### src/rtl/ssp_defines.vh
// constants for the subsystem-port controller (host side of the port)
// assumes: included by bare name from rtl design files
`ifndef SSP_DEFINES_VH
`define SSP_DEFINES_VH
// ************************************************************
// address map
// ************************************************************
`define SSP_ADDR_W        9
`define SSP_INFO_LAST     9'h0FF
`define SSP_CFG_FIRST     9'h100
`define SSP_CFG_LAST      9'h107
// ************************************************************
// pin encodings
// ************************************************************
`define SSP_STRAP_MUX     1'h0
`define SSP_STRAP_SEP     1'h1
`define SSP_STYLE_STROBES 1'h0
`define SSP_STYLE_DSRW    1'h1
// ************************************************************
// timing, in ns, rounded up to clk cycles at 100 MHz
// ************************************************************
`define SSP_PHASE_NS      30
`define SSP_CLK_NS        10
`define SSP_PHASE_CYC     ((`SSP_PHASE_NS + `SSP_CLK_NS - 1) / `SSP_CLK_NS)
`endif

### src/rtl/ssp_host.v
// controller that drives the card's subsystem attribute-memory port
// assumes: pins are synchronous to clk; bus wires resolved by the bench
`timescale 1ns/1ps
`default_nettype none
`include "ssp_defines.vh"
// Functional notes
// strap 0 means multiplexed address/data, strap 1 separate buses.
// the low address pins only carry address while the strap is high.
// the upper address pin is bit 8 of a nine-bit address in both modes.
// the shared lines carry address then data when muxed, data only else.
// style 1 is strobe plus direction, style 0 is separate read/write.
// the write pin is a write strobe in style 0, a direction in style 1.
// the card may pull the status-change line low after a local write.
// when muxed the address is latched by a positive or negative pulse.
// reads and writes are signalled by the strobe/direction pairs.
// addresses 0-255 are info memory, 256-263 configuration registers.
// the strap is static and defaults to multiplexed operation; the code reloads it from cfg_separate while idle with no request.
module ssp_host #(
  parameter PHASE_CYC = `SSP_PHASE_CYC
) (
  input  wire       clk,
  input  wire       rst_b,
  input  wire       cfg_separate,
  input  wire       cfg_style,
  input  wire       req_valid,
  output wire       req_ready,
  input  wire       req_write,
  input  wire [8:0] req_addr,
  input  wire [7:0] req_wdata,
  output reg        rsp_valid,
  output reg  [7:0] rsp_rdata,
  output reg        rsp_error,
  output reg        status_seen,
  output reg        bus_separation_strap,
  output reg        bus_style_select,
  output reg  [7:0] sub_low_addr,
  output reg        sub_addr_bit8,
  input  wire [7:0] sub_shared_addr_data_in,
  output reg  [7:0] sub_shared_addr_data_out,
  output reg        sub_shared_addr_data_oe,
  output reg        sub_addr_latch_strobe,
  output reg        sub_read_or_strobe,
  output reg        sub_write_or_dir,
  input  wire       host_status_change_n
);
  // ************************************************************
  // state machine
  // ************************************************************
  localparam [4:0] S_IDLE  = 5'h01;
  localparam [4:0] S_ALE   = 5'h02;
  localparam [4:0] S_SETUP = 5'h04;
  localparam [4:0] S_STRB  = 5'h08;
  localparam [4:0] S_HOLD  = 5'h10;

  reg  [4:0] state;
  reg  [4:0] next_state;
  reg        wr;
  // write data is kept here: the requester may move req_wdata once taken
  reg  [7:0] wdata;
  wire       tick;

  // ************************************************************
  // helpers
  // ************************************************************
  function in_map;
    input [8:0] a;
    begin
      in_map = (a <= `SSP_CFG_LAST);
    end
  endfunction

  // inactive level of the address latch strobe: low for the positive
  // pulse of style 0, high for the negative pulse of style 1
  function latch_idle;
    input style;
    begin
      latch_idle = style;
    end
  endfunction

  assign req_ready = (state == S_IDLE);

  // ************************************************************
  // phase divider
  // ************************************************************
  ssp_phase_tick #(
    .PHASE_CYC (PHASE_CYC)
  ) u_tick (
    .clk   (clk),
    .rst_b (rst_b),
    .run   (state != S_IDLE),
    .tick  (tick)
  );

  // ************************************************************
  // next state
  // ************************************************************
  always @* begin
    next_state = state;
    case (state)
      S_IDLE: begin
        if (req_valid && in_map(req_addr)) begin
          if (bus_separation_strap == `SSP_STRAP_MUX)
            next_state = S_ALE;
          else
            next_state = S_SETUP;
        end
      end
      S_ALE:   if (tick) next_state = S_SETUP;
      S_SETUP: if (tick) next_state = S_STRB;
      S_STRB:  if (tick) next_state = S_HOLD;
      S_HOLD:  if (tick) next_state = S_IDLE;
      default: next_state = S_IDLE;
    endcase
  end

  // ************************************************************
  // pin drive
  // ************************************************************
  always @(posedge clk or negedge rst_b) begin
    if (!rst_b) begin
      state                    <= S_IDLE;
      wr                       <= 1'b0;
      wdata                    <= 8'h00;
      rsp_valid                <= 1'b0;
      rsp_rdata                <= 8'h00;
      rsp_error                <= 1'b0;
      status_seen              <= 1'b0;
      bus_separation_strap     <= `SSP_STRAP_MUX;
      bus_style_select         <= `SSP_STYLE_STROBES;
      sub_low_addr             <= 8'h00;
      sub_addr_bit8            <= 1'b0;
      sub_shared_addr_data_out <= 8'h00;
      sub_shared_addr_data_oe  <= 1'b0;
      sub_addr_latch_strobe    <= 1'b0;
      sub_read_or_strobe       <= 1'b1;
      sub_write_or_dir         <= 1'b1;
    end else begin
      state     <= next_state;
      rsp_valid <= 1'b0;
      rsp_error <= 1'b0;
      // set wins over the clear done by a new request
      if (!host_status_change_n)
        status_seen <= 1'b1;
      else if (req_valid && req_ready)
        status_seen <= 1'b0;
      case (state)
        S_IDLE: begin
          // strap and style move only while no request stands, so the
          // access taken at this edge runs wholly in the mode it was
          // checked against
          if (!req_valid) begin
            bus_separation_strap  <= cfg_separate;
            bus_style_select      <= cfg_style;
            sub_addr_latch_strobe <= latch_idle(cfg_style);
            // a stale low address must not stay on the unused pins
            if (cfg_separate == `SSP_STRAP_MUX)
              sub_low_addr <= 8'h00;
          end
          if (req_valid && !in_map(req_addr)) begin
            rsp_valid <= 1'b1;
            rsp_error <= 1'b1;
          end else if (req_valid) begin
            wr            <= req_write;
            wdata         <= req_wdata;
            sub_addr_bit8 <= req_addr[8];
            if (bus_separation_strap == `SSP_STRAP_SEP) begin
              sub_low_addr             <= req_addr[7:0];
              sub_shared_addr_data_out <= req_wdata;
              sub_shared_addr_data_oe  <= req_write;
            end else begin
              sub_low_addr             <= 8'h00;
              sub_shared_addr_data_out <= req_addr[7:0];
              sub_shared_addr_data_oe  <= 1'b1;
              // positive pulse style 0, negative pulse style 1
              sub_addr_latch_strobe <= ~latch_idle(bus_style_select);
            end
            if (bus_style_select == `SSP_STYLE_DSRW)
              sub_write_or_dir <= ~req_write;
          end
        end
        S_ALE: begin
          if (tick) begin
            sub_addr_latch_strobe    <= latch_idle(bus_style_select);
            sub_shared_addr_data_out <= wdata;
            sub_shared_addr_data_oe  <= wr;
          end
        end
        S_SETUP: begin
          if (tick) begin
            if (bus_style_select == `SSP_STYLE_DSRW) begin
              sub_read_or_strobe <= 1'b0;
            end else if (wr) begin
              sub_write_or_dir <= 1'b0;
            end else begin
              sub_read_or_strobe <= 1'b0;
            end
          end
        end
        S_STRB: begin
          if (tick) begin
            sub_read_or_strobe <= 1'b1;
            if (bus_style_select == `SSP_STYLE_STROBES)
              sub_write_or_dir <= 1'b1;
            if (!wr)
              rsp_rdata <= sub_shared_addr_data_in;
          end
        end
        S_HOLD: begin
          if (tick) begin
            sub_shared_addr_data_oe <= 1'b0;
            sub_write_or_dir        <= 1'b1;
            sub_addr_latch_strobe   <= latch_idle(bus_style_select);
            rsp_valid               <= 1'b1;
          end
        end
        default: begin
          sub_shared_addr_data_oe <= 1'b0;
        end
      endcase
    end
  end
endmodule // ssp_host
`default_nettype wire

### src/rtl/ssp_phase_tick.v
// phase divider: one-cycle enable pulse every PHASE_CYC clocks while run
// assumes: single clock, async active-low reset
`timescale 1ns/1ps
`default_nettype none
module ssp_phase_tick #(
  parameter PHASE_CYC = 3
) (
  input  wire clk,
  input  wire rst_b,
  input  wire run,
  output reg  tick
);
  reg [7:0] count;
  always @(posedge clk or negedge rst_b) begin
    if (!rst_b) begin
      count <= 8'h00;
      tick  <= 1'b0;
    end else if (!run) begin
      count <= 8'h00;
      tick  <= 1'b0;
    end else if (count == PHASE_CYC[7:0] - 8'h01) begin
      count <= 8'h00;
      tick  <= 1'b1;
    end else begin
      count <= count + 8'h01;
      tick  <= 1'b0;
    end
  end
endmodule // ssp_phase_tick
`default_nettype wire

### config.mk
export PLATFORM = sky130hd
export DESIGN_NAME = ssp_host
export DESIGN_NICKNAME = d
export VERILOG_FILES = /design/src/rtl/ssp_host.v /design/src/rtl/ssp_phase_tick.v
export VERILOG_INCLUDE_DIRS = /design/src /design/src/rtl
export SDC_FILE = /design/constraint.sdc
export NUM_CORES = 1
export LEC_CHECK = 0
export BUFFER_PORTS_ARGS = -buffer_cell sky130_fd_sc_hd__buf_4
export CAP_MARGIN = 5
export CORE_AREA = 2 2 73 75
export CTS_BUF_LIST = sky130_fd_sc_hd__clkbuf_8 sky130_fd_sc_hd__clkbuf_16
export CTS_CLUSTER_SIZE = 25
export DETAILED_ROUTE_END_ITERATION = 10
export DIE_AREA = 0 0 75 77
export PLACE_DENSITY = 0.83
export SLEW_MARGIN = 25
export SYNTH_ARGS = -nofsm -noshare
export SYNTH_HDL_FRONTEND = slang
export SYNTH_SLANG_ARGS = --single-unit
export TNS_END_PERCENT = 1
### constraint.sdc
create_clock -name clk -period 6 [get_ports clk]
set_clock_uncertainty 0.15 [all_clocks]
set_input_delay 1.2 -clock clk [delete_from_list [all_inputs] [get_ports clk]]
set_output_delay 1.2 -clock clk [all_outputs]
set_load 0.02 [all_outputs]
==> impl_summary.md <==
Pwr
The highest ir drop seen on vdd is 0.324 mV. The total power consumption of the routed design is 1.75 mW. For this design the static power due to leakage is 1.72 nW. The power per cell area is 498 nW/µm².

Global route
The number of antenna violations at the first check in global routing is 0. The global-route wire length before repair is 10.7 mm. For this run, the total global-route usage over all layers was measured as 24.4%. The pin count of the biggest net entering global routing is 58. The via count of the first global-routing pass is 2243. The global route total overflow is 0.

CTS
TritonCTS built the clock tree. CTS placed an instance of clkbuf_8 at the clock tree root. After clock tree synthesis, the clock-pin slew on the worst setup and hold paths is 0.06 ns. The clock tree buffer depth is 2. The clock net in this run drives a total of 57 sinks. The post-CTS setup buffer count is 0. For this design, the CTS-stage hold fixing added 0 buffers. Counting the buffers created by CTS gives 9. Post-CTS repair changed the size of 0 cells.

The later-pin clock latency in the skew report is 0.33 ns. The H-tree generated during clock tree synthesis spans 3 levels.

Routing
The count of antenna-violating nets left after detailed routing is 0. Dividing the detail-routed wire length by the instance count gives 15.9 µm. The detailed router finished its first iteration with 119 violations. After detailed routing, the number of remaining DRC violations is 0. The ratio of routed vias to standard cells is 5.46. The number of optimization iterations in the first detailed-route pass is 4. Summed over all layers, the routed wires come to 6.24 mm. For this block, the via count after detailed routing is 2135.

Logic synthesis
The number of nets handed over by synthesis was 284. The mean cell area of the mapped netlist is 11.1 µm². After technology mapping, the gate count stands at 250. The biggest area contributor in the post-synthesis netlist is dfrtp_1. In the post-synthesis netlist, the cell with the most instances is dfrtp_1. Counting flops and latches in the post-synthesis netlist gives 57. The area fraction of the dominant cell type after synthesis is 48.9%.

The number of distinct standard cells referenced by the synthesized netlist is 48. The share of synthesized flip-flops with an asynchronous set or reset is 100%. Yosys attributes the largest share of cell area to dfrtp_1 (49%), mux2_2 (11%), nor2_1 (4.5%). Counting flops with a built-in enable in the synthesized netlist gives 0.

The number of warning messages in the yosys log is 0. The share of synthesized area occupied by flip-flops and latches is 51.8%. By count the netlist is led by dfrtp_1 (54), nor2_1 (33), mux2_2 (28). In the synthesized netlist the dominant register cell turns out to be dfrtp_1. Summing every instance area after synthesis gives 2760 µm².

Layout
Once layout is complete, the utilization of the core stands at 70.7%. The net total in the final layout is 350. The number of antenna cells inserted is 0. The area growth from synthesis to layout is 27.3%. The finished layout holds 391 standard cells, fillers aside.

Of the cells placed in the final design, the portion with a size suffix greater than 1 is 37.1%. The finished cells cover 3520 µm².

Die
The horizontal die dimension is 75 µm. Pin placement for this block handled 67 I/O pins. The floorplan die height is 77 µm.

In this run the standard cell core region covers 4980 µm². Once the floorplan was initialized, standard cells occupied 55.5% of the core. The die covers 5780 µm². The initialized floorplan defines 26 standard-cell rows.

STA
Setup repair after global routing left no endpoint under its margin. After routing, the total negative slack on setup checks comes to 0 ns. On the final layout, the worst hold slack is 0.317 ns. The final number of max-transition violations is 0. The final critical path time including I/O delays and setup is 3.52 ns. Across all setup checks in the final design, the least slack found is 2.48 ns. The fmax is 284 MHz. The slew at the pin with the worst max-slew slack is 0.870 ns. The final cycle utilization of the critical path is 58.7%. Headroom to the max-slew limit came out at 41.8%. The number of setup violations in the final report is 0. The count of endpoints failing hold in the final timing report is 0.

Critical path
The critical path data required time is 4.65 ns. The worst setup path is launched from a flop. The sort of element at the end of the critical path is an output port. The highest fanout seen on the critical path is 14.

The endpoint arrival time on the critical path is 2.17 ns. The class of the most critical setup path is flop to output port.

Placement
The area of placed instances is 3290 µm². The final HPWL from detailed placement is 4.37 mm. The minimum setup slack after placement is 2.58 ns. In this run, placement finished with an instance count of 375.

Port buffering added 66 buffers. At the end of routability-driven placement, the weighted congestion stood at 0.848.

Job
Max-cap violations in this run came to 0.

Min path
The min-delay analysis places its worst path in the category flop to flop.

Run status
The run finished with clean final reports.
## where the power goes
group / switching (mW) / internal [mW] / leakage, nW / total (mW)
clock network: 0.150 / 0.255 / 0.115 / 0.405
registers: 0.133 / 0.523 / 0.726 / 0.655
logic: 0.364 / 0.327 / 0.884 / 0.690
total: 0.646 / 1.10 / 1.72 / 1.75
## sequential cells by signal (all words and copies together), names as in the netlist, 5 cells and up
| signal | count |
|---|---|
| sub_shared_addr_data_out | 8 |
| wdata | 8 |
| state | 5 |
| sub_low_addr | 8 |
| rsp_rdata | 8 |
| u_tick.count | 8 |
## worst max-delay path, cell delays in order, from the launching register on
cell and delay, ns:
dfrtp_1 0.54, or4b_4 0.62, or2_1 0.40, clkinv_8 0.13, buf_4 0.15
## placed cells by master, fill, tap and decap left out, types with 2 or more instances in the layout
cell type   n
buf_4      66
o21ai_0     7
clkbuf_8   11
nor4_1      2
nand2_1    15
nand2b_1    3
xnor2_1     4
a22o_1      8
a21oi_1    11
o211ai_1    2
nand3_1     8
nor2b_1     3
dfstp_2     3
a32oi_1     2
mux2i_1     9
and3_1      3
ha_1        2
nor3_1      3
inv_1       7
nand4_1     2
xor2_1      5
bufinv_16   2
or3_1       2
dfrtp_1    54
nor2_1     33
nor3b_1     2
clkinv_2    2
mux2_2     28
## cell families after synthesis
kind of cell / share of synthesized area (%)
multiplexers: 14.7
buffers and inverters: 3.62
AND/OR/NAND/NOR: 14.9
AO/OA/AOI/OAI: 11.3
adder cells (fa/ha/maj): 0.906
flip-flops: 51.8
XOR/XNOR: 2.85
## layer usage
layer	vias to the layer above	global-route usage, %	wire, µm
met5	-	0	0
met4	0	10.4	91
met3	10	4.86	286
met2	65	38.2	3200
met1	1039	32.6	2660
li1	1021	-	-
## area by class of cell
class / count / area (µm²)
multi-input combinational: 174 / 1230
clock buffer: 11 / 151
sequential: 57 / 1430
inverter: 8 / 42.5
timing repair buffer: 66 / 495
fill: 388 / 1460
clock inverter: 5 / 77.6
tap: 70 / 87.6
## path summary, 6_finish.rpt
check	from	to	slack, ns	depth (start not counted)
max reg2reg	state[2]$_DFFE_PN0P_	sub_shared_addr_data_out[6]$_DFFE_PN0P_	3.08	6
max in group asynchronous	rst_b	u_tick.count[6]$_DFF_PN0_	4.47	1
min reg2reg	sub_read_or_strobe$_DFFE_PN1P_	sub_read_or_strobe$_DFFE_PN1P_	0.32	2
max	state[2]$_DFFE_PN0P_	req_ready	2.48	4
min in group asynchronous	rst_b	sub_addr_bit8$_DFFE_PN0P_	0.76	1
min	sub_read_or_strobe$_DFFE_PN1P_	sub_read_or_strobe$_DFFE_PN1P_	0.32	2
No activity file was read; power rests on OpenSTA's default activity.
